File: src/include/dac_fifo_consts.svh
// Constants for the DAC input FIFO, its delay line controls and configuration registers
`ifndef DAC_FIFO_CONSTS_SVH
`define DAC_FIFO_CONSTS_SVH
`define FIFO_SLOTS 8
`define FIFO_PTR_W 3
`define FIFO_LAST_SLOT 3'h7
`define FIFO_FIRST_SLOT 3'h0
`define FIFO_RESET_DEPTH 3'h4
`define OFS_RX_DELAY_TAP_LOW 8'h5e
`define OFS_RX_DELAY_LINE_CONTROL 8'h5f
`define OFS_STARTUP_CONFIG_A 8'h79
`define OFS_CHIP_REVISION 8'h7f
`define OFS_STARTUP_CONFIG_B 8'h80
`define OFS_STARTUP_CONFIG_C 8'he1
`define RST_RX_DELAY_TAP_LOW 8'hff
`define RST_RX_DELAY_LINE_CONTROL 8'h07
`define RST_STARTUP_CONFIG 8'h00
`define BIT_DELAY_LINE_ON 3
`define COARSE_LSB 0
`define COARSE_MSB 1
`define TAP_CODE0 11'h000
`define TAP_CODE1 11'h007
`define TAP_CODE2 11'h07f
`define TAP_CODE3 11'h5ff
`define SYNC_STAGES 2
`endif

File: src/include/dac_fifo_pkg.sv
// Types shared by the DAC input FIFO design
package dac_fifo_pkg;
  // Phase of the halving divider that times FIFO reads
  typedef enum logic [0:0] {
    PH_LOW = 1'b0,
    PH_HIGH = 1'b1
  } div_phase_e;
  // Delay line settings handed to the receiver
  typedef struct packed {
    logic input_delay_line_on;
    logic [10:0] coarse_tap;
    logic [7:0] fine_delay_tap_low;
  } delay_cfg_s;
  // Start-up settings handed to the core
  typedef struct packed {
    logic [7:0] startup_setting_a;
    logic [7:0] startup_setting_b;
    logic [7:0] startup_setting_c;
  } startup_cfg_s;
endpackage

File: src/logic/pin_sync.sv
// Two-stage synchroniser for a group of pin inputs
`timescale 1ns/1ns
`include "dac_fifo_consts.svh"
module pin_sync #(
  parameter int W = 1
) (
  input wire logic mclk,
  input wire logic sys_rst,
  input wire logic [W-1:0] pin,
  output logic [W-1:0] sync
);
  logic [W-1:0] meta_q;
  // First stage feeds only the second stage
  always_ff @(posedge mclk)
  begin
    if (sys_rst)
    begin
      meta_q <= '0;
      sync <= '0;
    end
    else
    begin
      meta_q <= pin;
      sync <= meta_q;
    end
  end
endmodule // pin_sync

File: src/logic/dac_input_fifo_latency_sync.sv
// Eight-slot DAC input FIFO with independent side resets, read divider and register file
`timescale 1ns/1ns
`include "dac_fifo_consts.svh"
module dac_input_fifo_latency_sync #(
  parameter int DATA_W = 16,
  parameter logic [2:0] RESET_DEPTH = `FIFO_RESET_DEPTH,
  parameter logic [7:0] CHIP_REVISION = 8'h5a // Value is arbitrary
) (
  input wire logic mclk,
  input wire logic sys_rst,
  input wire logic source_data_clock,
  input wire logic [DATA_W-1:0] source_data,
  input wire logic frame_ref,
  input wire logic sync_ref,
  input wire logic interp_2x_on,
  input wire logic [7:0] reg_addr,
  input wire logic [7:0] reg_wdata,
  input wire logic reg_we,
  input wire logic reg_re,
  output logic [7:0] reg_rdata,
  output logic [DATA_W-1:0] dac_data,
  output logic dac_data_valid,
  output logic [2:0] fifo_depth,
  output logic read_phase,
  output dac_fifo_pkg::delay_cfg_s delay_cfg,
  output dac_fifo_pkg::startup_cfg_s startup_cfg
);
  logic [DATA_W:0] src_sync;
  logic [1:0] ref_sync;
  logic dclk_prev_q;
  logic frame_prev_q;
  logic sync_prev_q;
  logic wr_stb;
  logic rd_stb;
  logic frame_edge;
  logic sync_edge;
  logic [`FIFO_PTR_W-1:0] wptr_q;
  logic [`FIFO_PTR_W-1:0] rptr_q;
  logic [DATA_W-1:0] mem_q [`FIFO_SLOTS];
  dac_fifo_pkg::div_phase_e div_q;
  logic [7:0] tap_low_q;
  logic [7:0] line_ctrl_q;
  logic [7:0] cfg_a_q;
  logic [7:0] cfg_b_q;
  logic [7:0] cfg_c_q;
  logic [7:0] rdata_q;
  logic [DATA_W-1:0] dout_q;
  logic dout_valid_q;
  logic [2:0] depth_q;
  logic [10:0] coarse_tap;

  // Data and its clock share one synchroniser so they stay aligned
  pin_sync #(.W(DATA_W + 1)) u_src_sync (
    .mclk(mclk),
    .sys_rst(sys_rst),
    .pin({source_data_clock, source_data}),
    .sync(src_sync)
  );

  pin_sync #(.W(2)) u_ref_sync (
    .mclk(mclk),
    .sys_rst(sys_rst),
    .pin({frame_ref, sync_ref}),
    .sync(ref_sync)
  );

  // Edge history of the synchronised pins
  always_ff @(posedge mclk)
  begin
    if (sys_rst)
    begin
      dclk_prev_q <= 1'b0;
      frame_prev_q <= 1'b0;
      sync_prev_q <= 1'b0;
    end
    else
    begin
      dclk_prev_q <= src_sync[DATA_W];
      frame_prev_q <= ref_sync[1];
      sync_prev_q <= ref_sync[0];
    end
  end

  // A rising edge of the source clock is one written word
  assign wr_stb = src_sync[DATA_W] & ~dclk_prev_q;
  assign frame_edge = ref_sync[1] & ~frame_prev_q;
  assign sync_edge = ref_sync[0] & ~sync_prev_q;

  // Halving divider; sys_rst and the sync reference both force PH_LOW, so after power-up its phase is repeatable
  always_ff @(posedge mclk)
  begin
    if (sys_rst || sync_edge)
      div_q <= dac_fifo_pkg::PH_LOW;
    else
    begin
      case (div_q)
        dac_fifo_pkg::PH_LOW: div_q <= dac_fifo_pkg::PH_HIGH;
        dac_fifo_pkg::PH_HIGH: div_q <= dac_fifo_pkg::PH_LOW;
        default: div_q <= dac_fifo_pkg::PH_LOW;
      endcase
    end
  end

  // Reads every half-rate cycle with interpolation, otherwise every cycle; phase moves output by one cycle
  assign rd_stb = interp_2x_on ? (div_q == dac_fifo_pkg::PH_HIGH) : 1'b1;
  assign read_phase = div_q;

  // Write pointer, reset by sys_rst and the frame reference, not by the sync reference
  always_ff @(posedge mclk)
  begin
    if (sys_rst)
      wptr_q <= `FIFO_FIRST_SLOT;
    else if (frame_edge)
      wptr_q <= `FIFO_FIRST_SLOT;
    else if (wr_stb)
      wptr_q <= (wptr_q == `FIFO_LAST_SLOT) ? `FIFO_FIRST_SLOT : wptr_q + 3'h1;
  end

  // Read pointer, reset by the sync reference to sit the preset depth behind slot 0
  always_ff @(posedge mclk)
  begin
    if (sys_rst)
      rptr_q <= `FIFO_FIRST_SLOT;
    else if (sync_edge)
      rptr_q <= `FIFO_FIRST_SLOT - RESET_DEPTH;
    else if (rd_stb)
      rptr_q <= (rptr_q == `FIFO_LAST_SLOT) ? `FIFO_FIRST_SLOT : rptr_q + 3'h1;
  end

  // Slots clear on reset so reads before the first write give zero, never unknown words
  always_ff @(posedge mclk)
  begin
    if (sys_rst)
    begin
      for (int i = 0; i < `FIFO_SLOTS; i++)
        mem_q[i] <= '0;
    end
    else if (wr_stb)
      mem_q[wptr_q] <= src_sync[DATA_W-1:0];
  end

  // Output word; a word waits as many reads as the depth before it leaves
  always_ff @(posedge mclk)
  begin
    if (sys_rst)
    begin
      dout_q <= '0;
      dout_valid_q <= 1'b0;
    end
    else
    begin
      dout_valid_q <= rd_stb;
      if (rd_stb)
        dout_q <= mem_q[rptr_q];
    end
  end

  // Depth is the slot distance from read pointer to write pointer
  always_ff @(posedge mclk)
  begin
    if (sys_rst)
      depth_q <= 3'h0;
    else
      depth_q <= wptr_q - rptr_q;
  end

  assign dac_data = dout_q;
  assign dac_data_valid = dout_valid_q;
  assign fifo_depth = depth_q;

  // Register writes; the revision register ignores writes
  always_ff @(posedge mclk)
  begin
    if (sys_rst)
    begin
      tap_low_q <= `RST_RX_DELAY_TAP_LOW;
      line_ctrl_q <= `RST_RX_DELAY_LINE_CONTROL;
      cfg_a_q <= `RST_STARTUP_CONFIG;
      cfg_b_q <= `RST_STARTUP_CONFIG;
      cfg_c_q <= `RST_STARTUP_CONFIG;
    end
    else if (reg_we)
    begin
      case (reg_addr)
        `OFS_RX_DELAY_TAP_LOW: tap_low_q <= reg_wdata;
        `OFS_RX_DELAY_LINE_CONTROL: line_ctrl_q <= {4'h0, reg_wdata[3:0]};
        `OFS_STARTUP_CONFIG_A: cfg_a_q <= reg_wdata;
        `OFS_STARTUP_CONFIG_B: cfg_b_q <= reg_wdata;
        `OFS_STARTUP_CONFIG_C: cfg_c_q <= reg_wdata;
        default: tap_low_q <= tap_low_q;
      endcase
    end
  end

  // Read data registered, unmapped offsets read zero
  always_ff @(posedge mclk)
  begin
    if (sys_rst)
      rdata_q <= 8'h00;
    else if (reg_re)
    begin
      case (reg_addr)
        `OFS_RX_DELAY_TAP_LOW: rdata_q <= tap_low_q;
        `OFS_RX_DELAY_LINE_CONTROL: rdata_q <= line_ctrl_q;
        `OFS_STARTUP_CONFIG_A: rdata_q <= cfg_a_q;
        `OFS_CHIP_REVISION: rdata_q <= CHIP_REVISION;
        `OFS_STARTUP_CONFIG_B: rdata_q <= cfg_b_q;
        `OFS_STARTUP_CONFIG_C: rdata_q <= cfg_c_q;
        default: rdata_q <= 8'h00;
      endcase
    end
  end
  assign reg_rdata = rdata_q;

  // Coarse code to tap value
  always_comb
  begin
    case (line_ctrl_q[`COARSE_MSB:`COARSE_LSB])
      2'h0: coarse_tap = `TAP_CODE0;
      2'h1: coarse_tap = `TAP_CODE1;
      2'h2: coarse_tap = `TAP_CODE2;
      2'h3: coarse_tap = `TAP_CODE3;
      default: coarse_tap = `TAP_CODE0;
    endcase
  end

  // Settings leave straight from their registers
  assign delay_cfg.input_delay_line_on = line_ctrl_q[`BIT_DELAY_LINE_ON];
  assign delay_cfg.coarse_tap = coarse_tap;
  assign delay_cfg.fine_delay_tap_low = tap_low_q;
  assign startup_cfg.startup_setting_a = cfg_a_q;
  assign startup_cfg.startup_setting_b = cfg_b_q;
  assign startup_cfg.startup_setting_c = cfg_c_q;
endmodule // dac_input_fifo_latency_sync

File: config.mk
export PLATFORM = sky130hd
export DESIGN_NAME = dac_input_fifo_latency_sync
export DESIGN_NICKNAME = d
export VERILOG_FILES = /design/src/include/dac_fifo_pkg.sv /design/src/logic/pin_sync.sv /design/src/logic/dac_input_fifo_latency_sync.sv
export VERILOG_INCLUDE_DIRS = /design/src /design/src/include
export SDC_FILE = /design/constraint.sdc
export NUM_CORES = 1
export LEC_CHECK = 0
export BUFFER_PORTS_ARGS = -buffer_cell sky130_fd_sc_hd__buf_4
export CELL_PAD_IN_SITES_DETAIL_PLACEMENT = 1
export CELL_PAD_IN_SITES_GLOBAL_PLACEMENT = 1
export CORE_MARGIN = 4
export CORE_UTILIZATION = 35
export DETAILED_ROUTE_END_ITERATION = 8
export PLACE_DENSITY_LB_ADDON = 0.1
export SLEW_MARGIN = 20
export SYNTH_ARGS = -nofsm -noshare
export SYNTH_HDL_FRONTEND = slang
export SYNTH_SLANG_ARGS = --single-unit
File: constraint.sdc
create_clock -name mclk -period 2.1 [get_ports mclk]
set_input_delay 0.42 -clock mclk [delete_from_list [all_inputs] [get_ports mclk]]
set_output_delay 0.42 -clock mclk [all_outputs]
set_load 0.01 [all_outputs]
* Word level (Yosys, flattened, before mapping) *
Memories as Yosys holds them, arrays and structs flattened. A register that Yosys moved wholly into a read port is not among the register bits.
Cells that the tools add are included.

storage, ports and cells
  bits in registers = 96
  bits in writable memories = 128
  bits of input ports = 40
  output and inout port bits = 73
  word-level logic and storage cells = 68
  memories = 1

memory list
  name   depth  width  rd ports  clocked after Yosys merged registers in  wr ports  RTL line                           source
  mem_q  8      16     1         1                                        8         dac_input_fifo_latency_sync.sv:39  logic [DATA_W-1:0] mem_q [`FIFO_SLOTS];

cells by class
  add/sub/neg operators = 3
  equality and inequality tests = 11
  muxes and demuxes = 16
  bitwise operators = 7
  reduce and logical (&&, ||, !) cells = 11

operators with widths
  operator                                              count
  case mux 8 bit (6 select lines)                       1
  case mux 11 bit (4 select lines)                      1
  equality test 8 x 7 -> 1 bit (second input constant)  4
  equality test 8 bit (second input constant)           2
  2-to-1 mux 16 bit                                     1
  OR reduction 16 bit                                   1
  2-to-1 mux 3 bit                                      5
  AND reduction 2 bit                                   5
  2-to-1 mux 1 bit                                      7
  adder 3 x 1 -> 3 bit (second input constant)          2
  equality test 3 bit (second input constant)           2
  equality test 2 bit (second input constant)           2
  inverter 1 bit                                        4
  OR reduction 2 bit                                    2
  bitwise AND 1 bit                                     3
  subtractor 3 bit                                      1
  equality test 2 x 1 -> 1 bit (second input constant)  1
  zero test 2 bit                                       1
  case mux 1 bit (2 select lines)                       1
  nonzero test 2 bit                                    1
  logical OR 1 bit                                      1

* Depth between registers and ports, before layout *
  depth in word-level cells = 7
  mapped depth = 8

* Modules after synthesis *
A second synthesis with hierarchy kept.

second synthesis, totals
  cells, all modules = 780
  area, all modules = 9,993.3 µm²

modules (own cells, without submodules)
  module                       times used  cells an instance  area each (µm²)  sequential area each (µm²)
  dac_input_fifo_latency_sync  1           701                8,951.1          5,325.1
  pin_sync at u_src_sync       1           71                 937.1            680.7
  pin_sync at u_ref_sync       1           8                  105.1            80.1

* Worst setup path after synthesis *
No wires, ideal clock.

  kind = input to register
  start point = input port sys_rst
  end point = memory mem_q[0][0] (enable)
  arrival time = 1.599 ns
  path slack = 0.168 ns
  cell stages on the path = 5
  buffers on the path = 1
  path through = buf_2 nand2b_4 or3_4 nor3_4 or2_2

RTL lines
  element          RTL line                           source
  start, declared  dac_input_fifo_latency_sync.sv:10  input wire logic sys_rst,
  end, declared    dac_input_fifo_latency_sync.sv:39

==> metrics.txt <==
DRC Markers=0; Post-Syn Nets=~800; Synth area leader=edfxtp_1; Post-synth ARST share=0%; Cell Area, Synth=a little over 10,000 um2; hpwl dp=17,000 um; Period minus WS final=between 1500 and 2000 ps; core area=28,100 um2; #FFs+latches synth=240; global-route wire length before repair=37,400 um; post-synthesis cell type count=54; VDD IR max=455 uV; deepest clock path buffer count=3; EDFF count, synth=around 130; Setup Viol. Count Final=0; largest family of logic cells by synthesized area=simple AND/OR/NAND/NOR gates; top post-synthesis cells by area=edfxtp_1 38%, dfxtp_1 22%, and2_1 8.0%; Synth Area in Compound Gates=5.87%; Post-Synth Simple-Gate Area=18.6%; Slew @ Worst Pin=534 ps; Post-CTS Repair Setup Buffers=0; Leak=4.74 nW; chip height=178 um; slowest stage delay, CP=approximately 380 ps; Tot GR Track Use=14.9%; register area share after synthesis=60.3%; critical path endpoint category=output pin; CTS buffer count=27; GR Overflow Total=0; WS Path Type=flop to output pin; Post-Layout Inst Area=~12,000 um2; Synth Area in XOR/XNOR=0.173%; Avg Cell Area, Syn=13.1 um2; CTS clk-pin slew, worst paths=60 ps; Die Area=31,600 um2; TritonCTS clock tree=yes; run status=completed; Post-CTS Resized=0; crit path cell chain=or2_2 -> buf_4; clk sink count=240; P per Cell Area=864 nW/um2; Final period util=85.8%; die width=between 150 and 200 um; largest net degree at the start of global routing=117; Crit-path slowest cell=dfxtp_1; yosys warns=0; largest fanout on the critical path=8; IO Port Bufs=111; Vias=around 6,200; wirelength, routed=23,600 um; synthesized-area fraction occupied by adder cells=less than 1%; hold-fix buffers at CTS=0; RSZ-0062 raised after global routing=no; root buf cell=clkbuf_16; setup TNS=0 ps; top cells by count, synth=129 x and2_1, 128 x edfxtp_1, 112 x dfxtp_1; top-count cell post-synth=and2_1; clock insertion delay at the later pin of the skew report=530 ps; ys flop type=edfxtp_1; H-tree levels=1; first drt pass iteration count=4; Final nets=925; Max Slew Vio Count=0; Max Cap Violations=0; CP Launch Type=flop; Vias/cell=4.85; initial antenna violation count=0; Starting Density=36.0%; area grow syn2layout=21.2%; # rows=a little over 60; Post-Syn Instances=a little under 800; number of global-route vias before repair=between 6,000 and 7,000; share of cells above drive strength 1=27.3%; ANT nets after route=0; Area after DPL=between 10,000 and 15,000 um2; wire length per cell=18.5 um; Synth top area share=38.1%; max frequency=0.555 GHz; top-level port count=113; CP top delay family=flip-flops; relative slew slack=about 64%; gpl congestion=0.840; number of inserted diodes=0; crit path DAT=~1400 ps; Final Hold Viols=0; DRT iter0 DRCs=about 370; HP Class=input pin to flop; mux contribution to synthesized area=10.8%; Buf/Inv on CP=1; skew final=14.4 ps; Required @ worst endpoint=between 1500 and 2000 ps
[routing by layer]
metal	GRT usage [%]	wire length, um
met5	0	0
met1	19.6	10300
met2	25.8	11500
met3	2.81	1440
met4	3.32	358
[final cells by class]
type                    count  area [um2]
well taps                 378         473
clock inverters             9        76.3
fillers                  2972       15800
flip-flops and latches    240        6090
inverters                  10        37.5
repair buffers            133        1100
multi-input cells         467        3660
clock buffers              41         803
[cells by family after synthesis]
logic type | count (synthesis)
simple gates | 311
flops | 240
compound gates | 78
other cells | 1
buf+inv | 64
xor+xnor | 2
fa+ha+maj | 6
mux | 69
[registers in the layout (all words and copies together), names as in the netlist, 2 cells and up]
name,count
wptr_q,3
cfg_b_q,8
line_ctrl_q,4
tap_low_q,8
u_ref_sync.meta_q,2
u_ref_sync.sync,2
cfg_a_q,8
dac_data,16
rptr_q,3
u_src_sync.sync,17
cfg_c_q,8
reg_rdata,8
fifo_depth,3
mem_q,128
u_src_sync.meta_q,17
[power by group]
| group | switching, mW | internal [mW] | leakage, nW |
|---|---|---|---|
| Sequential | 0.0999 | 5.11 | 2.24 |
| Clock | 1.84 | 2.76 | 0.440 |
| Combinational | 0.392 | 0.375 | 2.06 |
[final timing paths]
path	start	endpoint	slack, ps	cells past startpoint
setup / recovery	line_ctrl_q[1]	delay_cfg[9]	300	2
hold / removal	source_data[14]	u_src_sync.meta_q[14]	100	2
setup reg to reg	wptr_q[0]	mem_q[3][1]	310	4
hold reg to reg	u_src_sync.meta_q[3]	u_src_sync.sync[3]	440	1
[worst register-to-register path: stages, from the launching register on]
cell     delay (ps)
dfxtp_1         420
inv_1           100
or3_4           460
nor2_4          100
or2_2           360
[layout by cell type (no fill, tap or decap), types with 8 or more instances in the layout]
cell type / instances
a211o_1: 11
a211oi_1: 20
a21oi_1: 11
a21oi_2: 8
and2_1: 129
buf_12: 8
buf_4: 125
clkbuf_16: 29
dfxtp_1: 111
edfxtp_1: 128
inv_1: 10
mux2i_1: 37
mux4_2: 32
nand2_1: 30
nand2b_1: 11
nor2_1: 53
nor2b_1: 51
or2_2: 9
[per-stage QoR]
| step | cells | util (%) | total power, mW | hold WS (ps) | worst slack, ps |
|---|---|---|---|---|---|
| CTS | 1278 | 43.6 | 10.7 | 77.7 | 248 |
| finish | 1278 | 43.6 | 10.6 | 99.1 | 298 |
| global route | 1278 | 43.6 | 11.0 | 82.3 | 210 |
| floorplan | 771 | - | 5.74 | 414 | 168 |
| detailed placement | 1228 | 40.4 | 6.10 | 425 | 96.8 |
| global placement | 1228 | 40.4 | 6.07 | 418 | 143 |
No activity file was read; power rests on OpenSTA's default activity.
